===== src/hw/acp_pkg.sv =====
// Shared constants and types for the converter control-pin logic.
// Assumes one 10 MHz clock and a synchronous active-high reset everywhere.
package acp_pkg;

  // ****************************************
  // Widths
  // ****************************************
  localparam int ACP_RES_BITS = 18;
  localparam int ACP_IDX_BITS = 5;
  localparam int ACP_CFG_BITS = 4;
  localparam int ACP_PIN_COUNT = 13;

  // ****************************************
  // Reset values and fixed codes
  // ****************************************
  localparam logic [ACP_CFG_BITS-1:0] ACP_CFG_RESET = 4'h0;
  localparam logic [ACP_RES_BITS-1:0] ACP_DATA_RESET = 18'h0_0000;
  localparam logic [ACP_RES_BITS-1:0] ACP_MSB_MASK = 18'h2_0000;
  localparam logic [ACP_IDX_BITS-1:0] ACP_MSB_IDX = 5'h11;
  // Active-low pins start released so no false edge is seen after reset
  localparam logic [ACP_PIN_COUNT-1:0] ACP_PIN_INIT = 13'h000E;

  // ****************************************
  // Configuration register fields
  // ****************************************
  localparam int ACP_CFG_BIPOLAR = 0;
  localparam int ACP_CFG_DOUBLE = 1;
  localparam int ACP_CFG_POWERDOWN = 2;
  localparam int ACP_CFG_CODING = 3;

  // ****************************************
  // Pin positions in the synchroniser vector
  // ****************************************
  localparam int ACP_PIN_RESET = 0;
  localparam int ACP_PIN_CONVERT_N = 1;
  localparam int ACP_PIN_READ_N = 2;
  localparam int ACP_PIN_SELECT_N = 3;
  localparam int ACP_PIN_POWERDOWN = 4;
  localparam int ACP_PIN_REF_SHDN = 5;
  localparam int ACP_PIN_BUF_SHDN = 6;
  localparam int ACP_PIN_BIPOLAR = 7;
  localparam int ACP_PIN_DOUBLE = 8;
  localparam int ACP_PIN_CODING = 9;
  localparam int ACP_PIN_SERIAL = 10;
  localparam int ACP_PIN_SCLK = 11;
  localparam int ACP_PIN_COMPARE = 12;

  // ****************************************
  // Types
  // ****************************************
  typedef enum logic [1:0] {
    RANGE_0_5, RANGE_0_10, RANGE_PM5, RANGE_PM10
  } acp_range_t;

  typedef enum logic [1:0] {
    SAR_IDLE, SAR_CONVERT, SAR_LATCH
  } acp_sar_state_t;

endpackage


===== src/hw/acp_conv_if.sv =====
// Handshake between the pin logic and the approximation engine.
// Both ends run on the same clock; no crossing happens here.
interface acp_conv_if;
  import acp_pkg::*;
  logic start;
  logic abort;
  logic compare;
  logic busy;
  logic done;
  logic hold;
  logic [ACP_RES_BITS-1:0] result;
  logic [ACP_RES_BITS-1:0] trial;

  modport ctrl (output start, output abort, output compare,
                input busy, input done, input hold, input result, input trial);
  modport engine (input start, input abort, input compare,
                  output busy, output done, output hold, output result, output trial);
endinterface


===== src/hw/acp_sync.sv =====
// Three-stage pin synchroniser with agreement filter.
// Assumes pins are asynchronous to clk; the level moves once stages two and three agree.
module acp_sync #(
  parameter int W = 1,
  parameter logic [W-1:0] INIT = '0
) (
  input wire logic clk, // System clock
  input wire logic reset, // Synchronous reset
  input wire logic [W-1:0] pinIn, // Raw pins
  output logic [W-1:0] level // Filtered levels
);
  typedef struct packed {
    logic [W-1:0] s1;
    logic [W-1:0] s2;
    logic [W-1:0] s3;
    logic [W-1:0] lvl;
  } acp_sync_state_t;

  acp_sync_state_t q;
  acp_sync_state_t d;

  always_comb begin
    d = q;
    d.s1 = pinIn;
    d.s2 = q.s1;
    d.s3 = q.s2;
    // Disagreement means the pin is still moving, so keep the old level
    d.lvl = (~(q.s2 ^ q.s3) & q.s2) | ((q.s2 ^ q.s3) & q.lvl);
  end

  always_ff @(posedge clk) begin
    if (reset) begin
      q <= '{s1: INIT, s2: INIT, s3: INIT, lvl: INIT};
    end else begin
      q <= d;
    end
  end

  assign level = q.lvl;
endmodule


===== src/hw/acp_sar.sv =====
// Successive approximation engine: one result bit per clock, MSB first.
// Assumes the comparator answer for the current trial is valid each cycle.
module acp_sar
  import acp_pkg::*;
(
  input wire logic clk, // System clock
  input wire logic reset, // Synchronous reset
  acp_conv_if.engine conv // Start, abort and result handshake
);
  typedef struct packed {
    acp_sar_state_t st;
    logic [ACP_IDX_BITS-1:0] idx;
    logic [ACP_RES_BITS-1:0] trial;
    logic [ACP_RES_BITS-1:0] result;
    logic busy;
    logic done;
    logic hold;
  } acp_sar_reg_t;

  acp_sar_reg_t q;
  acp_sar_reg_t d;

  always_comb begin
    d = q;
    d.done = 1'b0;
    case (q.st)
      SAR_IDLE: begin
        if (conv.start) begin
          d.st = SAR_CONVERT;
          d.busy = 1'b1;
          d.hold = 1'b1;
          d.idx = ACP_MSB_IDX;
          d.trial = ACP_MSB_MASK;
        end
      end
      SAR_CONVERT: begin
        if (!conv.compare) begin
          d.trial[q.idx] = 1'b0;
        end
        if (q.idx == '0) begin
          d.st = SAR_LATCH;
          d.result = d.trial;
          d.done = 1'b1;
        end else begin
          d.idx = q.idx - 1'b1;
          d.trial[q.idx - 1'b1] = 1'b1;
        end
      end
      SAR_LATCH: begin
        // Busy drops on the same edge that the shift register takes the result
        d.st = SAR_IDLE;
        d.busy = 1'b0;
        d.hold = 1'b0;
      end
      default: begin
        d.st = SAR_IDLE;
      end
    endcase
    if (conv.abort) begin
      d.st = SAR_IDLE;
      d.busy = 1'b0;
      d.hold = 1'b0;
      d.done = 1'b0;
    end
  end

  always_ff @(posedge clk) begin
    if (reset) begin
      q <= '{st: SAR_IDLE, idx: '0, trial: ACP_DATA_RESET, result: ACP_DATA_RESET,
             busy: 1'b0, done: 1'b0, hold: 1'b0};
    end else begin
      q <= d;
    end
  end

  assign conv.busy = q.busy;
  assign conv.done = q.done;
  assign conv.hold = q.hold;
  assign conv.result = q.result;
  assign conv.trial = q.trial;
endmodule


===== src/hw/acp_control.sv =====
// Control-pin logic of an 18-bit successive approximation converter.
// Assumes every pin is asynchronous and goes through the three-stage synchroniser;
// the configuration write strobe comes from logic on the same clock.
//
// Functional notes
// - Output bus enabled only while chip select and read are both low.
// - In slave serial mode chip select also gates the external serial clock.
// - Reset input aborts any conversion in progress.
// - Falling edge of reset forces data outputs to all zeros.
// - Reset clears the serial configuration register.
// - Power-down finishes the running conversion and refuses new ones.
// - Digital interface stays usable during power-down.
// - Falling edge of convert start puts sample-and-hold into hold, starting conversion.
// - Reference shutdown low enables internal reference; high powers it down.
// - Buffer shutdown low enables reference buffer; high powers it down.
// - Bipolar and range-double inputs pick 0-5, 0-10, +-5 or +-10 V.
// - Busy rises at start and falls when result is latched for shifting.
module acp_control
  import acp_pkg::*;
(
  input wire logic clk, // 10 MHz system clock
  input wire logic reset, // Synchronous block reset
  input wire logic resetPin, // Converter reset pin, active high
  input wire logic convertStart_n, // Convert start pin
  input wire logic read_n, // Read strobe pin
  input wire logic chipSelect_n, // Chip select pin
  input wire logic powerdownPin, // Power-down pin
  input wire logic refShutdown, // Internal reference shutdown pin
  input wire logic bufferShutdown, // Reference buffer shutdown pin
  input wire logic bipolarSel, // Bipolar range pin
  input wire logic rangeDoubleSel, // Range doubling pin
  input wire logic outputCodingSel, // High: straight binary, low: two's complement
  input wire logic serialModeSel, // High: slave serial port instead of parallel
  input wire logic serialClkIn, // External serial data clock pin
  input wire logic compareIn, // Comparator answer for current trial
  input wire logic softConfigSel, // High: take range, power-down, coding from register
  input wire logic cfgLoad, // One-cycle configuration write strobe
  input wire logic [ACP_CFG_BITS-1:0] cfgData, // Configuration write data
  output logic busy, // Conversion in progress
  output logic sampleHold, // Sample-and-hold in hold
  output logic [ACP_RES_BITS-1:0] dacTrial, // Trial code for the capacitor array
  output logic [ACP_RES_BITS-1:0] parallelData, // Parallel result bus
  output logic parallelEnable, // Parallel bus drive enable
  output logic serialData, // Serial result bit
  output logic serialEnable, // Serial output drive enable
  output logic refEnable, // Internal reference powered
  output logic bufEnable, // Reference buffer powered
  output logic [1:0] rangeSel, // Selected input range code
  output logic powerDownActive, // Converter core in power-down
  output logic [ACP_CFG_BITS-1:0] configOut // Configuration register contents
);

  // ****************************************
  // State
  // ****************************************
  typedef struct packed {
    logic cnvPrev;
    logic rstPrev;
    logic sclkPrev;
    logic [ACP_CFG_BITS-1:0] cfg;
    logic [ACP_RES_BITS-1:0] shift;
    logic [ACP_RES_BITS-1:0] dataOut;
    logic parEn;
    logic serEn;
    logic serBit;
    logic refEn;
    logic bufEn;
    acp_range_t range;
    logic pdActive;
    logic start;
    logic abort;
  } acp_ctrl_state_t;

  acp_ctrl_state_t q;
  acp_ctrl_state_t d;

  logic [ACP_PIN_COUNT-1:0] pinRaw;
  logic [ACP_PIN_COUNT-1:0] pin;

  acp_conv_if conv ();

  // ****************************************
  // Pin synchronisers
  // ****************************************
  assign pinRaw[ACP_PIN_RESET] = resetPin;
  assign pinRaw[ACP_PIN_CONVERT_N] = convertStart_n;
  assign pinRaw[ACP_PIN_READ_N] = read_n;
  assign pinRaw[ACP_PIN_SELECT_N] = chipSelect_n;
  assign pinRaw[ACP_PIN_POWERDOWN] = powerdownPin;
  assign pinRaw[ACP_PIN_REF_SHDN] = refShutdown;
  assign pinRaw[ACP_PIN_BUF_SHDN] = bufferShutdown;
  assign pinRaw[ACP_PIN_BIPOLAR] = bipolarSel;
  assign pinRaw[ACP_PIN_DOUBLE] = rangeDoubleSel;
  assign pinRaw[ACP_PIN_CODING] = outputCodingSel;
  assign pinRaw[ACP_PIN_SERIAL] = serialModeSel;
  assign pinRaw[ACP_PIN_SCLK] = serialClkIn;
  assign pinRaw[ACP_PIN_COMPARE] = compareIn;

  acp_sync #(
    .W(ACP_PIN_COUNT),
    .INIT(ACP_PIN_INIT)
  ) pinSync (
    .clk(clk),
    .reset(reset),
    .pinIn(pinRaw),
    .level(pin)
  );

  logic softSel;
  logic softCfg;

  acp_sync #(
    .W(1),
    .INIT(1'b0)
  ) softSync (
    .clk(clk),
    .reset(reset),
    .pinIn(softConfigSel),
    .level(softSel)
  );

  // ****************************************
  // Approximation engine
  // ****************************************
  acp_sar engine (
    .clk(clk),
    .reset(reset),
    .conv(conv.engine)
  );

  assign conv.start = q.start;
  assign conv.abort = q.abort;
  // The comparator is already filtered; an extra register would skew every bit decision
  assign conv.compare = pin[ACP_PIN_COMPARE];

  // ****************************************
  // Control logic
  // ****************************************
  logic rstLvl;
  logic cnvFall;
  logic rstFall;
  logic sclkRise;
  logic selected;
  logic reading;
  logic serialMode;
  logic bipolarEff;
  logic doubleEff;
  logic pdEff;
  logic codingEff;
  logic [ACP_RES_BITS-1:0] coded;

  // ****************************************
  // Pin decode
  // ****************************************
  always_comb begin
    softCfg = softSel;
    rstLvl = pin[ACP_PIN_RESET];
    cnvFall = q.cnvPrev & ~pin[ACP_PIN_CONVERT_N];
    rstFall = q.rstPrev & ~rstLvl;
    sclkRise = ~q.sclkPrev & pin[ACP_PIN_SCLK];
    selected = ~pin[ACP_PIN_SELECT_N];
    reading = selected & ~pin[ACP_PIN_READ_N];
    serialMode = pin[ACP_PIN_SERIAL];
    // In software mode the range, power-down and coding pins are don't-cares
    bipolarEff = softCfg ? q.cfg[ACP_CFG_BIPOLAR] : pin[ACP_PIN_BIPOLAR];
    doubleEff = softCfg ? q.cfg[ACP_CFG_DOUBLE] : pin[ACP_PIN_DOUBLE];
    pdEff = softCfg ? q.cfg[ACP_CFG_POWERDOWN] : pin[ACP_PIN_POWERDOWN];
    codingEff = softCfg ? q.cfg[ACP_CFG_CODING] : pin[ACP_PIN_CODING];
    // Two's complement differs from offset binary only in the MSB
    coded = codingEff ? conv.result : (conv.result ^ ACP_MSB_MASK);
  end

  // ****************************************
  // Next state
  // ****************************************
  always_comb begin
    d = q;
    d.cnvPrev = pin[ACP_PIN_CONVERT_N];
    d.rstPrev = rstLvl;
    d.sclkPrev = pin[ACP_PIN_SCLK];
    d.start = 1'b0;
    d.abort = rstLvl;

    // Starts only on a fresh falling edge; a low level held through reset does not count
    if (cnvFall && !pdEff && !conv.busy && !rstLvl && !q.start) begin
      d.start = 1'b1;
    end

    if (rstLvl) begin
      d.cfg = ACP_CFG_RESET;
    end else if (cfgLoad) begin
      d.cfg = cfgData;
    end

    if (rstFall) begin
      d.dataOut = ACP_DATA_RESET;
      d.shift = ACP_DATA_RESET;
    end else if (conv.done) begin
      d.dataOut = coded;
      d.shift = coded;
    end else if (serialMode && selected && sclkRise) begin
      // Serial clock edges count only while chip select is low
      d.shift = {q.shift[ACP_RES_BITS-2:0], 1'b0};
    end
    d.serBit = d.shift[ACP_RES_BITS-1];

    // Read path ignores power-down so results stay readable
    d.parEn = reading & ~serialMode;
    d.serEn = reading & serialMode;

    d.refEn = ~pin[ACP_PIN_REF_SHDN];
    d.bufEn = ~pin[ACP_PIN_BUF_SHDN];
    d.range = acp_range_t'({bipolarEff, doubleEff});
    d.pdActive = pdEff;
  end

  always_ff @(posedge clk) begin
    if (reset) begin
      // Edge trackers start at the idle level of their pins, so no false edge follows reset
      q <= '{
        cnvPrev: 1'b1,
        rstPrev: 1'b0,
        sclkPrev: 1'b0,
        cfg: ACP_CFG_RESET,
        shift: ACP_DATA_RESET,
        dataOut: ACP_DATA_RESET,
        parEn: 1'b0,
        serEn: 1'b0,
        serBit: 1'b0,
        refEn: 1'b0,
        bufEn: 1'b0,
        range: RANGE_0_5,
        pdActive: 1'b0,
        start: 1'b0,
        abort: 1'b0
      };
    end else begin
      q <= d;
    end
  end

  // ****************************************
  // Outputs
  // ****************************************
  assign busy = conv.busy;
  assign sampleHold = conv.hold;
  assign dacTrial = conv.trial;
  assign parallelData = q.dataOut;
  assign parallelEnable = q.parEn;
  assign serialData = q.serBit;
  assign serialEnable = q.serEn;
  assign refEnable = q.refEn;
  assign bufEnable = q.bufEn;
  assign rangeSel = q.range;
  assign powerDownActive = q.pdActive;
  assign configOut = q.cfg;

endmodule


===== config.mk =====
export PLATFORM = sky130hd
export DESIGN_NAME = acp_control
export DESIGN_NICKNAME = d
export VERILOG_FILES = /design/src/hw/acp_pkg.sv /design/src/hw/acp_conv_if.sv /design/src/hw/acp_sync.sv /design/src/hw/acp_sar.sv /design/src/hw/acp_control.sv
export SDC_FILE = /design/constraint.sdc
export NUM_CORES = 1
export LEC_CHECK = 0
export ABC_AREA = 1
export BUFFER_PORTS_ARGS = -buffer_cell sky130_fd_sc_hd__buf_2
export CELL_PAD_IN_SITES_DETAIL_PLACEMENT = 1
export CELL_PAD_IN_SITES_GLOBAL_PLACEMENT = 1
export CORE_AREA = 4 4 120 122
export DETAILED_ROUTE_END_ITERATION = 12
export DIE_AREA = 0 0 124 126
export GPL_TIMING_DRIVEN = 0
export MAX_ROUTING_LAYER = met4
export PLACE_DENSITY = 0.91
export SLEW_MARGIN = 10
export SYNTH_ARGS = -nofsm -noshare
export SYNTH_HDL_FRONTEND = slang
export SYNTH_SLANG_ARGS = --single-unit

===== constraint.sdc =====
create_clock -name clk -period 3 [get_ports clk]
set_clock_uncertainty 0.2 [all_clocks]
set_input_delay 0.3 -clock clk [delete_from_list [all_inputs] [get_ports clk]]
set_output_delay 0.3 -clock clk [all_outputs]
set_load 0.05 [all_outputs]

# Yosys cells after proc, flatten, opt, wreduce, memory -nomap -nowiden
# Cells that the tools add are included.
# W data, S select, Z words.
# word_totals
mem_count	0
latch_bits	0
mem_bits_rw	0
reg_bits	152
mem_bits_ro	0
# classes
add_sub_neg	1
n_lt_le_gt_ge	4
n_mul	0
n_mux	22
shifts	0
div	0
n_reduce_logical	26
n_bitwise	29
eq_ne	5
# ops
operator	count
$mux W18	5
$pmux W23 S2	1
$and A13 B13 Y13	2
$mux W25	1
$mux W23	1
$and A18 B18 Y18	1
$not A18 Y18	1
$or A18 B18 Y18	1
$not A13 Y13	1
$or A13 B13 Y13	1
$xor A13 B13 Y13	1
$lt A5 B6 Y1 const B	2
$not A1 Y1	11
$demux W1 S5	2
$ge A5 B1 Y1 const B	2
$mux W1	9
$and A1 B1 Y1	8
$logic_and A1 B1 Y1	8
$reduce_and A2 Y1	4
$reduce_bool A2 Y1	3
$reduce_or A2 Y1	3
$logic_not A5 Y1	1
$sub A5 B1 Y5 const B	1
$logic_not A1 Y1	4
other kinds (12)	13

# Depth between registers and ports, before layout
# Gate-level depths: netlist of run 1.
# depth
depth_word	11
depth_mapped	11
depth_no_buf	9

# Cells and area by module
# A second synthesis of run 1 with hierarchy kept.
# unflattened
hier_cells	836
area_unflattened_um2	6582.6
# modules_own_cells
module	n_inst	area_per_inst_um2	seq_area_each_um2	cells_each
acp_sar	1	2434.8	900.9	311
acp_control	1	2322.2	1021.0	317
acp_sync (pinSync)	1	1704.1	1041.0	195
acp_sync (softSync)	1	121.4	80.1	13

# Least setup slack after synthesis of run 1
# OpenSTA, ideal clock, no wires.
# synth_path
kind	register to register
startpoint	register engine.q[39] (netlist name)
endpoint	register engine.q (netlist bit engine.conv.trial[6])
path_stages_with_launch	10
period_less_slack_ps	1723
setup_slack_ps	1277
setup_ps	137
arrival_ps	1386
path_buffers	1
path_cell_list	dfxtp_1 -> inv_1 -> ha_1 -> buf_6 -> xnor2_4 -> inv_1 -> nand4_1 -> nand2_1 -> nand2_1 -> a21oi_2
# synth_between
elab_chain_cells	11
word_cells_on_any_way	19
cone_classes	add/sub (1); order compare (4); mux (8); bitwise (3); reduce/logical (3)
# synth_lines
item	line_no	source
start, declared	acp_sar.sv:20	acp_sar_reg_t q;
start signal, assigned	acp_sar.sv:69	q <= '{st: SAR_IDLE, idx: '0, trial: ACP_DATA_RESET, result: ACP_DATA_RESET,
parallel branches: the longest is 9 deep, another holds $lt A5 B6 Y1	n/a	
$mux W23 (*)	acp_sar.sv:40	if (q.idx == '0) begin
$pmux W23 S2 (*)	acp_sar.sv:26	case (q.st)
# Mark *: on every way between the ends. The select of a mux whose other input is x is not followed.
# A chain may end at the register's enable or synchronous reset.

# Worst setup path in the final report of run 1
# layout_path
startpoint	register engine.q[39] (netlist name)
endpoint	register engine.q (netlist bit engine.conv.trial[12])
# The elaborated chain is that of the path after synthesis.

==> results.yml, run 1 <==
drt:
  drt_iter0_drc: 281
  route.vias.total: 5305
  route.antenna.remaining_nets: 0
  post_drt_wl_per_cell_um: 16.1
  drc: 0
  first_pass_iters: 4
  viasPerCell: 5.04
  routed_wirelength_um: 16900
clock_tree:
  cts_hold_buf: 22
  clkSinkCount: 152
  cts-root-buf: "clkbuf_16"
  htreeDepth: 4
  cts.clk_slew.worst_paths_ns: 0.06
  tritoncts: "done"
  post_cts_buffers: 0
  clockBufferDepth: 2
  cts_buffers: 17
  insertion_delay_ns: 0.43
  ctsResizeCount: 0
cells_and_area:
  drive_above_1_share_pct: 21.4
  area_growth_pct: 22.1
  instances_no_fill: 1053
  n_antenna_cell: 0
  final_nets: 891
  fillers: 1617
placed_design:
  place_hpwl_um: 11200
  dp_slack_ns: 0.966
  io_buffers: 69
  place_inst: 1001
  gp_congestion: 0.920
floorplanning:
  die_h_um: 126
  io_pins: 71
  core-area_um2: 13200
  start_util_pct: 45.6
  core.rowCount: 42
  die_area_um2: 15600
  die_x_um: 124
sta:
  finalSetupViolations: 0
  drv_slew: 0
  period_needed_ns: 2.13
  worstMarginPinSlew_ns: 0.643
  hold-worst-slack_ns: 0.0541
  slew_headroom_pct: 57.1
  tns_ns: 0
  fmax_ghz: 0.471
  final_hold_viol_count: 0
  rsz0062_at_grt: "no"
  worst_slack_ns: 0.875
  timing.final.crit_share_pct: 70.8
global_routing:
  grt_overflow: 0
  grt_pass1_wl_um: 28000
  grt_max_degree: 17
  gr-usage-all-layers_pct: 24.1
  grt_pass1_vias: 5731
  antenna_found_initial: 0
synth:
  synth_edf_count: 0
  synth-main-ff-cell: "dfxtp_1"
  ys_types: 38
  synth_nets: 781
  synth-seq-cells: 152
  syn_area_per_cell_um2: 7.96
  async_flop_share_pct: 0
  yosys_warnings: 0
  synth_top_area_cell: "dfxtp_1"
  yosysTopAreaCellShare_pct: 50.6
  ys_seq_area_share_pct: 50.6
  syn-instance-count: 756
  syn-cell-area_um2: 6020
  synthTopCellsByArea: "dfxtp_1 51%, nand2_1 11%, buf_4 5.7%"
worst_setup_path:
  crit_path_start_kind: "register"
  path_cells: "inv_1 -> ha_1 -> buf_6 -> inv_1 -> nor2_1 -> inv_1 -> o21ai_0 -> nand2_1 -> nand2_1 -> a21oi_2"
  slowest_delay_ns: 0.37
  worstSetupEndpointType: "register"
  cp_data_required_time_ns: 3.09
  crit_top_cell: "inv_1"
  crit_fanout: 7
  cp.arrival_ns: 2.22
  criticalPathCategory: "reg -> reg"
  cp_slowest_cell: "o21ai_0"
pwr:
  combPwrFrac_pct: 3.6
  power_mw: 4.23
  power.switching_uw: 923
  power-per-cell-area_nw_per_um2: 576
  pwr-share-clk_pct: 47.6
  power_leakage_nw: 3.43
  ir_worst_vdd_v: 0.000400
  sw_frac_of_total_pct: 21.8
  p_int_mw: 3.31
  seq_power_share_pct: 48.8
worst_hold_path:
  hold_path.class: "in -> reg"
flow_run:
  cap_viol_max_count: 0
run_status:
  outcome: "completed"
## critical path: cells and delay by family (launching register included)
family	cells	cell delay (ns)
buf+inv	4	0.52
compound gates	2	0.42
flops	1	0.33
simple gates	3	0.30
fa+ha+maj	1	0.21
## power by group through the flow
stage                     Sequential, mW  Combinational [mW]  Clock, mW
after floorplan                     2.11              0.0765          0
after global placement              2.10               0.117          0
final                               2.06               0.151       2.02
after detailed placement            2.11               0.123          0
after CTS                           2.06               0.146       2.04
after global routing                2.07               0.167       2.15
## synth_stat cells (2+ instances only)
cell      count
ha_1          4
o21ai_0      40
a21oi_1      46
o21ai_1      14
or2_2         7
dfxtp_1     152
nand2_1     176
o21a_1        4
buf_4        46
o22ai_1       3
clkbuf_1     11
nor2_1       82
nand3_1       8
nand4_1      17
nand2_4       3
a21oi_2      10
o21ai_2       2
a31oi_1      16
buf_6         4
inv_1        84
buf_2         8
inv_2         3
## cells in the final DEF, fill, tap and decap left out, drive strengths merged, types with 7 or more instances in the layout
cell and count:
nor2 85, inv 87, a21oi 56, dlygate4sd3 22
a31oi 16, or2 7, clkbuf 32, o21ai 56
nand2 180, dfxtp 152, buf 128, clkinv 8
nand3 10, nand4 17
## routing by layer
| metal | up-vias | part of all wire (%) | track usage [%] |
|---|---|---|---|
| li1 | 2581 | - | - |
| met1 | 2533 | 39 | 25.3 |
| met2 | 137 | 52 | 41.7 |
| met3 | 54 | 4.6 | 6.59 |
| met4 | 0 | 3.8 | 10.8 |
| met5 | - | 0 | - |
## cell type report
type	instances	area (um^2)	share of cell area, %
Sequential cell	152	3040	41.4
Tap cell	176	220	3.00
Clock buffer	20	437	5.94
Buffer	72	509	6.93
Clock inverter	10	106	1.45
Inverter	88	330	4.50
Multi-Input combinational cell	444	2140	29.1
Timing Repair Buffer	91	566	7.70
## sequential cells by signal, summed over array words and instances, names as in the netlist, 2 cells and up, named ones only
name	flops
configOut	4
pinSync.q	13
pinSync.d	26
engine.conv.result	18
engine.conv.trial	18
engine.q	7
parallelData	18
rangeSel	2
softSync.d	2
q	20
## final timing paths
path / slack (ns) / startpoint / end / cells after the start
worst max-delay path: 0.87 / engine.q[39]$_SDFFE_PP0P_ / engine.conv.trial[12]$_SDFFE_PP0P_ / 10
worst min-delay path: 0.05 / cfgLoad / configOut[3]$_SDFFE_PP0P_ / 3
worst max register to register: 0.87 / engine.q[39]$_SDFFE_PP0P_ / engine.conv.trial[12]$_SDFFE_PP0P_ / 10
worst min register to register: 0.21 / pinSync.d[37]$_SDFF_PP0_ / pinSync.d[24]$_SDFF_PP0_ / 2
## cells by family (layout without fill, tap and decap cells)
logic type               Yosys count  after routing  share of synthesized area [%]
flip-flops                       152            152                           50.6
AND/OR/NAND/NOR                  300            300                           21.1
AO/OA/AOI/OAI                    137            137                           12.8
XOR/XNOR                           2              2                          0.603
adder cells (fa/ha/maj)            5              5                          0.998
buffers and inverters            160            281                           13.9
## metrics by stage
| step | util [%] | area [um^2] |
|---|---|---|
| final | 55.7 | 7350 |
| after global placement | 49.9 | 6580 |
| after CTS | 55.7 | 7350 |
| after floorplan | - | 6020 |
| after global routing | 55.7 | 7350 |
| after detailed placement | 49.9 | 6580 |
(Power assumes the default switching activity.)
==> run 2: changes to the inputs <==
--- a/config.mk
+++ b/config.mk
@@ -5,16 +5,16 @@
 export SDC_FILE = /design/constraint.sdc
 export NUM_CORES = 1
 export LEC_CHECK = 0
-export ABC_AREA = 1
+export ABC_AREA = 0
 export BUFFER_PORTS_ARGS = -buffer_cell sky130_fd_sc_hd__buf_2
 export CELL_PAD_IN_SITES_DETAIL_PLACEMENT = 1
 export CELL_PAD_IN_SITES_GLOBAL_PLACEMENT = 1
-export CORE_AREA = 4 4 120 122
+export CORE_AREA = 4 4 121 123
 export DETAILED_ROUTE_END_ITERATION = 12
-export DIE_AREA = 0 0 124 126
+export DIE_AREA = 0 0 125 127
 export GPL_TIMING_DRIVEN = 0
 export MAX_ROUTING_LAYER = met4
-export PLACE_DENSITY = 0.91
+export PLACE_DENSITY = 0.87
 export SLEW_MARGIN = 10
 export SYNTH_ARGS = -nofsm -noshare
 export SYNTH_HDL_FRONTEND = slang
==> constraint.sdc (replaced) <==
create_clock -name clk -period 2.2 [get_ports clk]
set_clock_uncertainty 0.2 [all_clocks]
set_input_delay 0.22 -clock clk [delete_from_list [all_inputs] [get_ports clk]]
set_output_delay 0.22 -clock clk [all_outputs]
set_load 0.05 [all_outputs]
==> run 2 against run 1 <==
  * Global-route usage fell by 1.7 points
  * Critical path depth is 3 lower
  * Setup slack worse by 0.78 ns
  * First-iteration DRC count down 8.5%
  * Fmax up 1.1%
  * Sequential share of layout area shrank 0.19 points
  * Clock-buffer cell count down 1
  * Routed wire length about the same
  * Utilization fell by 1.7 points
  * Critical endpoint is now engine.conv.trial[17]$_SDFFE_PP0P_
  * Largest power group is now clock
==> results.yml, run 2 <==
worst_setup_path:
  criticalPathCategory: "reg -> reg"
  worst-path-buf-inv: 2
  crit_family: "compound AO/OA/AOI/OAI gates"
  crit_fanout: 9
  slowest_delay_ns: 0.36
  path_cells: "buf_2 -> inv_2 -> ha_4 -> or2_2 -> o31ai_2 -> nand3_1 -> a211oi_1"
  cp.arrival_ns: 2.25
  crit_path_start_kind: "register"
  worstSetupEndpointType: "register"
  reg2reg_depth: 7
  cp.depth: 7
  cp_data_required_time_ns: 2.35
  cp_slowest_cell: "dfxtp_1"
synth:
  async_flop_share_pct: 0
  synth-xor-area-share_pct: 0.148
  synth_mux_area_share_pct: 4.76
  synth-seq-cells: 152
  syn-instance-count: 644
  synth-main-ff-cell: "dfxtp_1"
  ys_types: 46
  synth_nets: 669
  synthSimpleGateAreaFrac_pct: 18.9
  synth_common_cells: "152 x dfxtp_1, 71 x nand2_1, 63 x a21oi_1, 45 x buf_4"
  synth_top_area_cell: "dfxtp_1"
  syn_area_per_cell_um2: 9.18
  ys_seq_area_share_pct: 51.4
  synthTopCellsByArea: "dfxtp_1 51%, buf_4 5.7%, a21oi_1 5.3%"
  syn-cell-area_um2: 5910
  synth_edf_count: 0
  synth_top_family_by_area: "simple AND/OR/NAND/NOR gates"
  yosys_warnings: 0
  synthAdderAreaFrac_pct: 0.846
  synth_most_common_cell: "dfxtp_1"
  synth-compound-area-share_pct: 15.1
  yosysTopAreaCellShare_pct: 51.4
global_routing:
  grt_pass1_wl_um: 27500
  grt_max_degree: 17
  gr-usage-all-layers_pct: 22.4
  grt_overflow: 0
  antenna_found_initial: 0
  grt_pass1_vias: 5444
pwr:
  ir_worst_vdd_v: 0.000634
  power_leakage_nw: 2.94
  power-per-cell-area_nw_per_um2: 832
  power_mw: 6.14
cells_and_area:
  area_growth_pct: 24.9
  drive_above_1_share_pct: 23.8
  fillers: 1574
  n_antenna_cell: 0
  instances_no_fill: 945
  final_area_um2: 7380
  final_cell_mix: "151 x dfxtp_1, 73 x buf_2, 71 x nand2_1"
  final_common_cell: "dfxtp_1"
  largest_reg_flops: 26
  seqCellArea_um2: 3040
  final_nets: 777
  multi_input_area_um2: 2400
drt:
  wl_met3_um: 683
  post_drt_wl_per_cell_um: 17.9
  wl_met1_um: 6680
  top_layer: "met4"
  routed_wirelength_um: 16900
  drc: 0
  route.antenna.remaining_nets: 0
  route.vias.total: 4876
  viasPerCell: 5.16
  first_pass_iters: 4
  drt_iter0_drc: 257
  route.met2.wl_um: 9160
sta:
  worst_slack_ns: 0.0975
  timing.final.crit_share_pct: 95.6
  drv_slew: 0
  final_hold_viol_count: 0
  worstMarginPinSlew_ns: 0.731
  slew_headroom_pct: 51.3
  tns_ns: 0
  finalSetupViolations: 0
  period_needed_ns: 2.10
  fmax_ghz: 0.476
worst_hold_path:
  min_path_cells: 3
  hold_path.class: "in -> reg"
floorplanning:
  die_h_um: 127
  core.rowCount: 43
  die_area_um2: 15900
  io_pins: 71
  core-area_um2: 13700
  start_util_pct: 43.3
  die_x_um: 125
placed_design:
  dp_slack_ns: -0.342
  gp_congestion: 0.928
  place_hpwl_um: 11600
  place_inst: 893
  io_buffers: 69
  placed_area_um2: 6480
clock_tree:
  cts-root-buf: "clkbuf_16"
  cts.clk_slew.worst_paths_ns: 0.07
  insertion_delay_ns: 0.43
  tritoncts: "done"
  cts_buffers: 17
  htreeDepth: 4
  clkSinkCount: 152
  clockBufferDepth: 2
run_status:
  outcome: "completed"
flow_run:
  cap_viol_max_count: 0
run 2: final cells by class:
| class | instances | share of cell area (%) |
|---|---|---|
| Sequential cell | 152 | 41.2 |
| Clock buffer | 19 | 6.00 |
| Tap cell | 180 | 3.05 |
| Clock inverter | 13 | 2.59 |
| Multi-Input combinational cell | 404 | 32.6 |
| Inverter | 5 | 0.254 |
| Buffer | 83 | 6.96 |
| Timing Repair Buffer | 89 | 7.35 |
run 2: per-stage QoR:
| step | util (%) | hold WS [ns] |
|---|---|---|
| after floorplan | - | 0.124 |
| after global placement | 47.5 | 0.192 |
| after detailed placement | 47.5 | 0.202 |
| after CTS | 53.7 | 0.0237 |
| after global routing | 54.0 | 0.110 |
| final | 54.0 | 0.0715 |
run 2: repair_timing:
item	in CTS	in global routing
endpoints found under the hold margin	19	0
resized for setup	5	15
setup buffers	1	0
endpoints found under the setup margin	35	33
hold buffers	19	0
run 2: worst reg2reg max path, cell delays in order, from the launching register on:
cell      delay, ns
dfxtp_1        0.36
buf_2          0.21
inv_2          0.08
ha_4           0.18
or2_2          0.29
o31ai_2        0.30
nand3_1        0.15
a211oi_1       0.25
run 2: where the power goes:
part | internal, mW | switching, mW | total (mW) | leakage [nW]
clock network | 1.94 | 1.20 | 3.14 | 0.306
registers | 2.79 | 0.0211 | 2.81 | 1.23
logic | 0.0795 | 0.112 | 0.191 | 1.40
run 2: cells by family after synthesis:
family,after synthesis
xor gates and xnor gates,1
AOI/OAI and AO/OA,151
buffers and inverters,88
and+or+nand+nor,220
muxes,28
adders and majority gates,4
DFF,152
run 2: layer usage:
metal / vias to the layer above / global-route usage, %
met5: - / -
met2: 121 / 41.2
met1: 2376 / 23.1
met3: 32 / 4.31
li1: 2347 / -
met4: 0 / 10.3
run 2: path summary, 6_finish.rpt:
check	startpoint	endpoint	slack [ns]
setup / recovery	engine.q[39]$_SDFFE_PP0P_	engine.conv.trial[17]$_SDFFE_PP0P_	0.1
hold / removal	cfgLoad	configOut[0]$_SDFFE_PP0P_	0.07
setup reg to reg	engine.q[39]$_SDFFE_PP0P_	engine.conv.trial[17]$_SDFFE_PP0P_	0.1
hold reg to reg	pinSync.d[27]$_SDFF_PP1_	pinSync.d[14]$_SDFF_PP1_	0.21
==> run 3: changes to the inputs <==
--- a/config.mk
+++ b/config.mk
@@ -14,7 +14,7 @@
 export DIE_AREA = 0 0 125 127
 export GPL_TIMING_DRIVEN = 0
 export MAX_ROUTING_LAYER = met4
-export PLACE_DENSITY = 0.87
+export PLACE_DENSITY = 0.78
 export SLEW_MARGIN = 10
 export SYNTH_ARGS = -nofsm -noshare
 export SYNTH_HDL_FRONTEND = slang
==> run 3 against run 2 <==
  * Clock-buffer cell count unchanged
  * First-iteration DRC count down 12%
  * Fmax fell by 2.9%
  * Setup slack worse by 0.064 ns
==> results.yml, run 3 (synthesized netlist as in run 2, its figures left out) <==
run_status:
  outcome: "completed"
clock_tree:
  clockBufferDepth: 2
  htreeDepth: 4
  insertion_delay_ns: 0.43
  cts.clk_slew.worst_paths_ns: 0.07
  clkSinkCount: 152
  tritoncts: "done"
  cts-root-buf: "clkbuf_16"
  cts_buffers: 17
placed_design:
  place_inst: 893
  gp_congestion: 0.880
  io_buffers: 69
  place_hpwl_um: 11300
  placed_area_um2: 6480
cells_and_area:
  final_common_cell: "dfxtp_1"
  n_antenna_cell: 0
  largest_reg_flops: 26
  final_nets: 779
  area_growth_pct: 24.7
  drive_above_1_share_pct: 24.3
  instances_no_fill: 946
  final_area_um2: 7370
  final_cell_mix: "151 x dfxtp_1, 73 x buf_2, 70 x nand2_1"
drt:
  drc: 0
  route.antenna.remaining_nets: 0
  routed_wirelength_um: 15900
  first_pass_iters: 4
  post_drt_wl_per_cell_um: 16.8
  route.vias.total: 4801
  viasPerCell: 5.08
  drt_iter0_drc: 225
pwr:
  pwr-share-clk_pct: 50.3
  combPwrFrac_pct: 3.1
  p_int_mw: 4.73
  power.switching_mw: 1.31
  power_mw: 6.04
  sw_frac_of_total_pct: 21.7
  power-per-cell-area_nw_per_um2: 819
  seq_power_share_pct: 46.6
  power_leakage_nw: 2.94
  ir_worst_vdd_v: 0.000560
worst_setup_path:
  path_cells: "nor4bb_1 -> buf_2 -> buf_6 -> mux2i_1 -> o21a_1 -> nor2_1"
  slowest_delay_ns: 0.42
  worstSetupEndpointType: "register"
  criticalPathCategory: "reg -> reg"
  cp.arrival_ns: 2.27
  cp_slowest_cell: "nor4bb_1"
  crit_fanout: 10
  crit_path_start_kind: "register"
  cp_data_required_time_ns: 2.30
sta:
  final_hold_viol_count: 0
  fmax_ghz: 0.462
  period_needed_ns: 2.17
  tns_ns: 0
  worstMarginPinSlew_ns: 0.692
  drv_slew: 0
  slew_headroom_pct: 53.8
  finalSetupViolations: 0
  rsz0062_at_grt: "no"
  timing.final.crit_share_pct: 98.5
global_routing:
  grt_overflow: 0
  antenna_found_initial: 0
  grt_pass1_wl_um: 26200
  gr-usage-all-layers_pct: 21.2
  grt_pass1_vias: 5113
  grt_max_degree: 17
floorplanning:
  die_h_um: 127
  die_x_um: 125
  die_area_um2: 15900
  start_util_pct: 43.3
  core-area_um2: 13700
  io_pins: 71
  core.rowCount: 43
flow_run:
  cap_viol_max_count: 0
worst_hold_path:
  hold_path.class: "in -> reg"
run 3: worst max-delay path: cells and delay by family (launching register included):
kind / cells / cell delay (ns)
AND/OR/NAND/NOR: 2 / 0.47
flip-flops: 1 / 0.41
AO/OA/AOI/OAI: 1 / 0.15
multiplexers: 1 / 0.22
buffers and inverters: 2 / 0.59
run 3: power groups by stage:
stage	Clock (mW)	Sequential [mW]	Combinational, mW
global placement	0	2.87	0.154
finish	3.04	2.81	0.187
CTS	3.09	2.81	0.188
global route	3.21	2.81	0.206
floorplan	0	2.87	0.0993
detailed placement	0	2.87	0.161
run 3: cell type report:
class                           count  area [um^2]
Buffer                             83          508
Clock buffer                       19          453
Clock inverter                     12          163
Fill cell                        1597         6290
Inverter                            5         18.8
Multi-Input combinational cell    404         2400
Sequential cell                   152         3040
Tap cell                          180          225
Timing Repair Buffer               91          558
run 3: through the flow:
step / util (%) / worst slack [ns] / hold slack (ns)
CTS: 53.8 / 0.0384 / 0.0577
detailed placement: 47.5 / -0.359 / 0.199
finish: 54.0 / 0.0339 / 0.0629
global placement: 47.5 / -0.343 / 0.193
global route: 54.0 / 0.0168 / 0.0912
floorplan: - / 0.116 / 0.124
run 3: worst paths after layout:
path                            start                   endpoint  slack, ns  cells after the start
min reg2reg  pinSync.d[27]$_SDFF_PP1_   pinSync.d[14]$_SDFF_PP1_       0.21                      1
max                          register         q[41]$_SDFFE_PP0P_       0.03                      6
min                           cfgLoad  configOut[1]$_SDFFE_PP0P_       0.06                      3
max reg2reg                  register         q[41]$_SDFFE_PP0P_       0.03                      6
run 3: routing by layer:
layer	vias up	GRT usage [%]	wire, um
met2	107	36.3	7950
met4	0	8.29	342
met5	-	-	0
met3	29	4.35	590
li1	2351	-	-
met1	2314	24.6	7050
run 3: timing repair:
action	in CTS	in global routing
hold buffers	19	0
endpoints found under the setup margin	36	18
buffers inserted	2	1
pin swaps	0	0
hold endpoints to repair	19	0
gates resized for setup	15	4
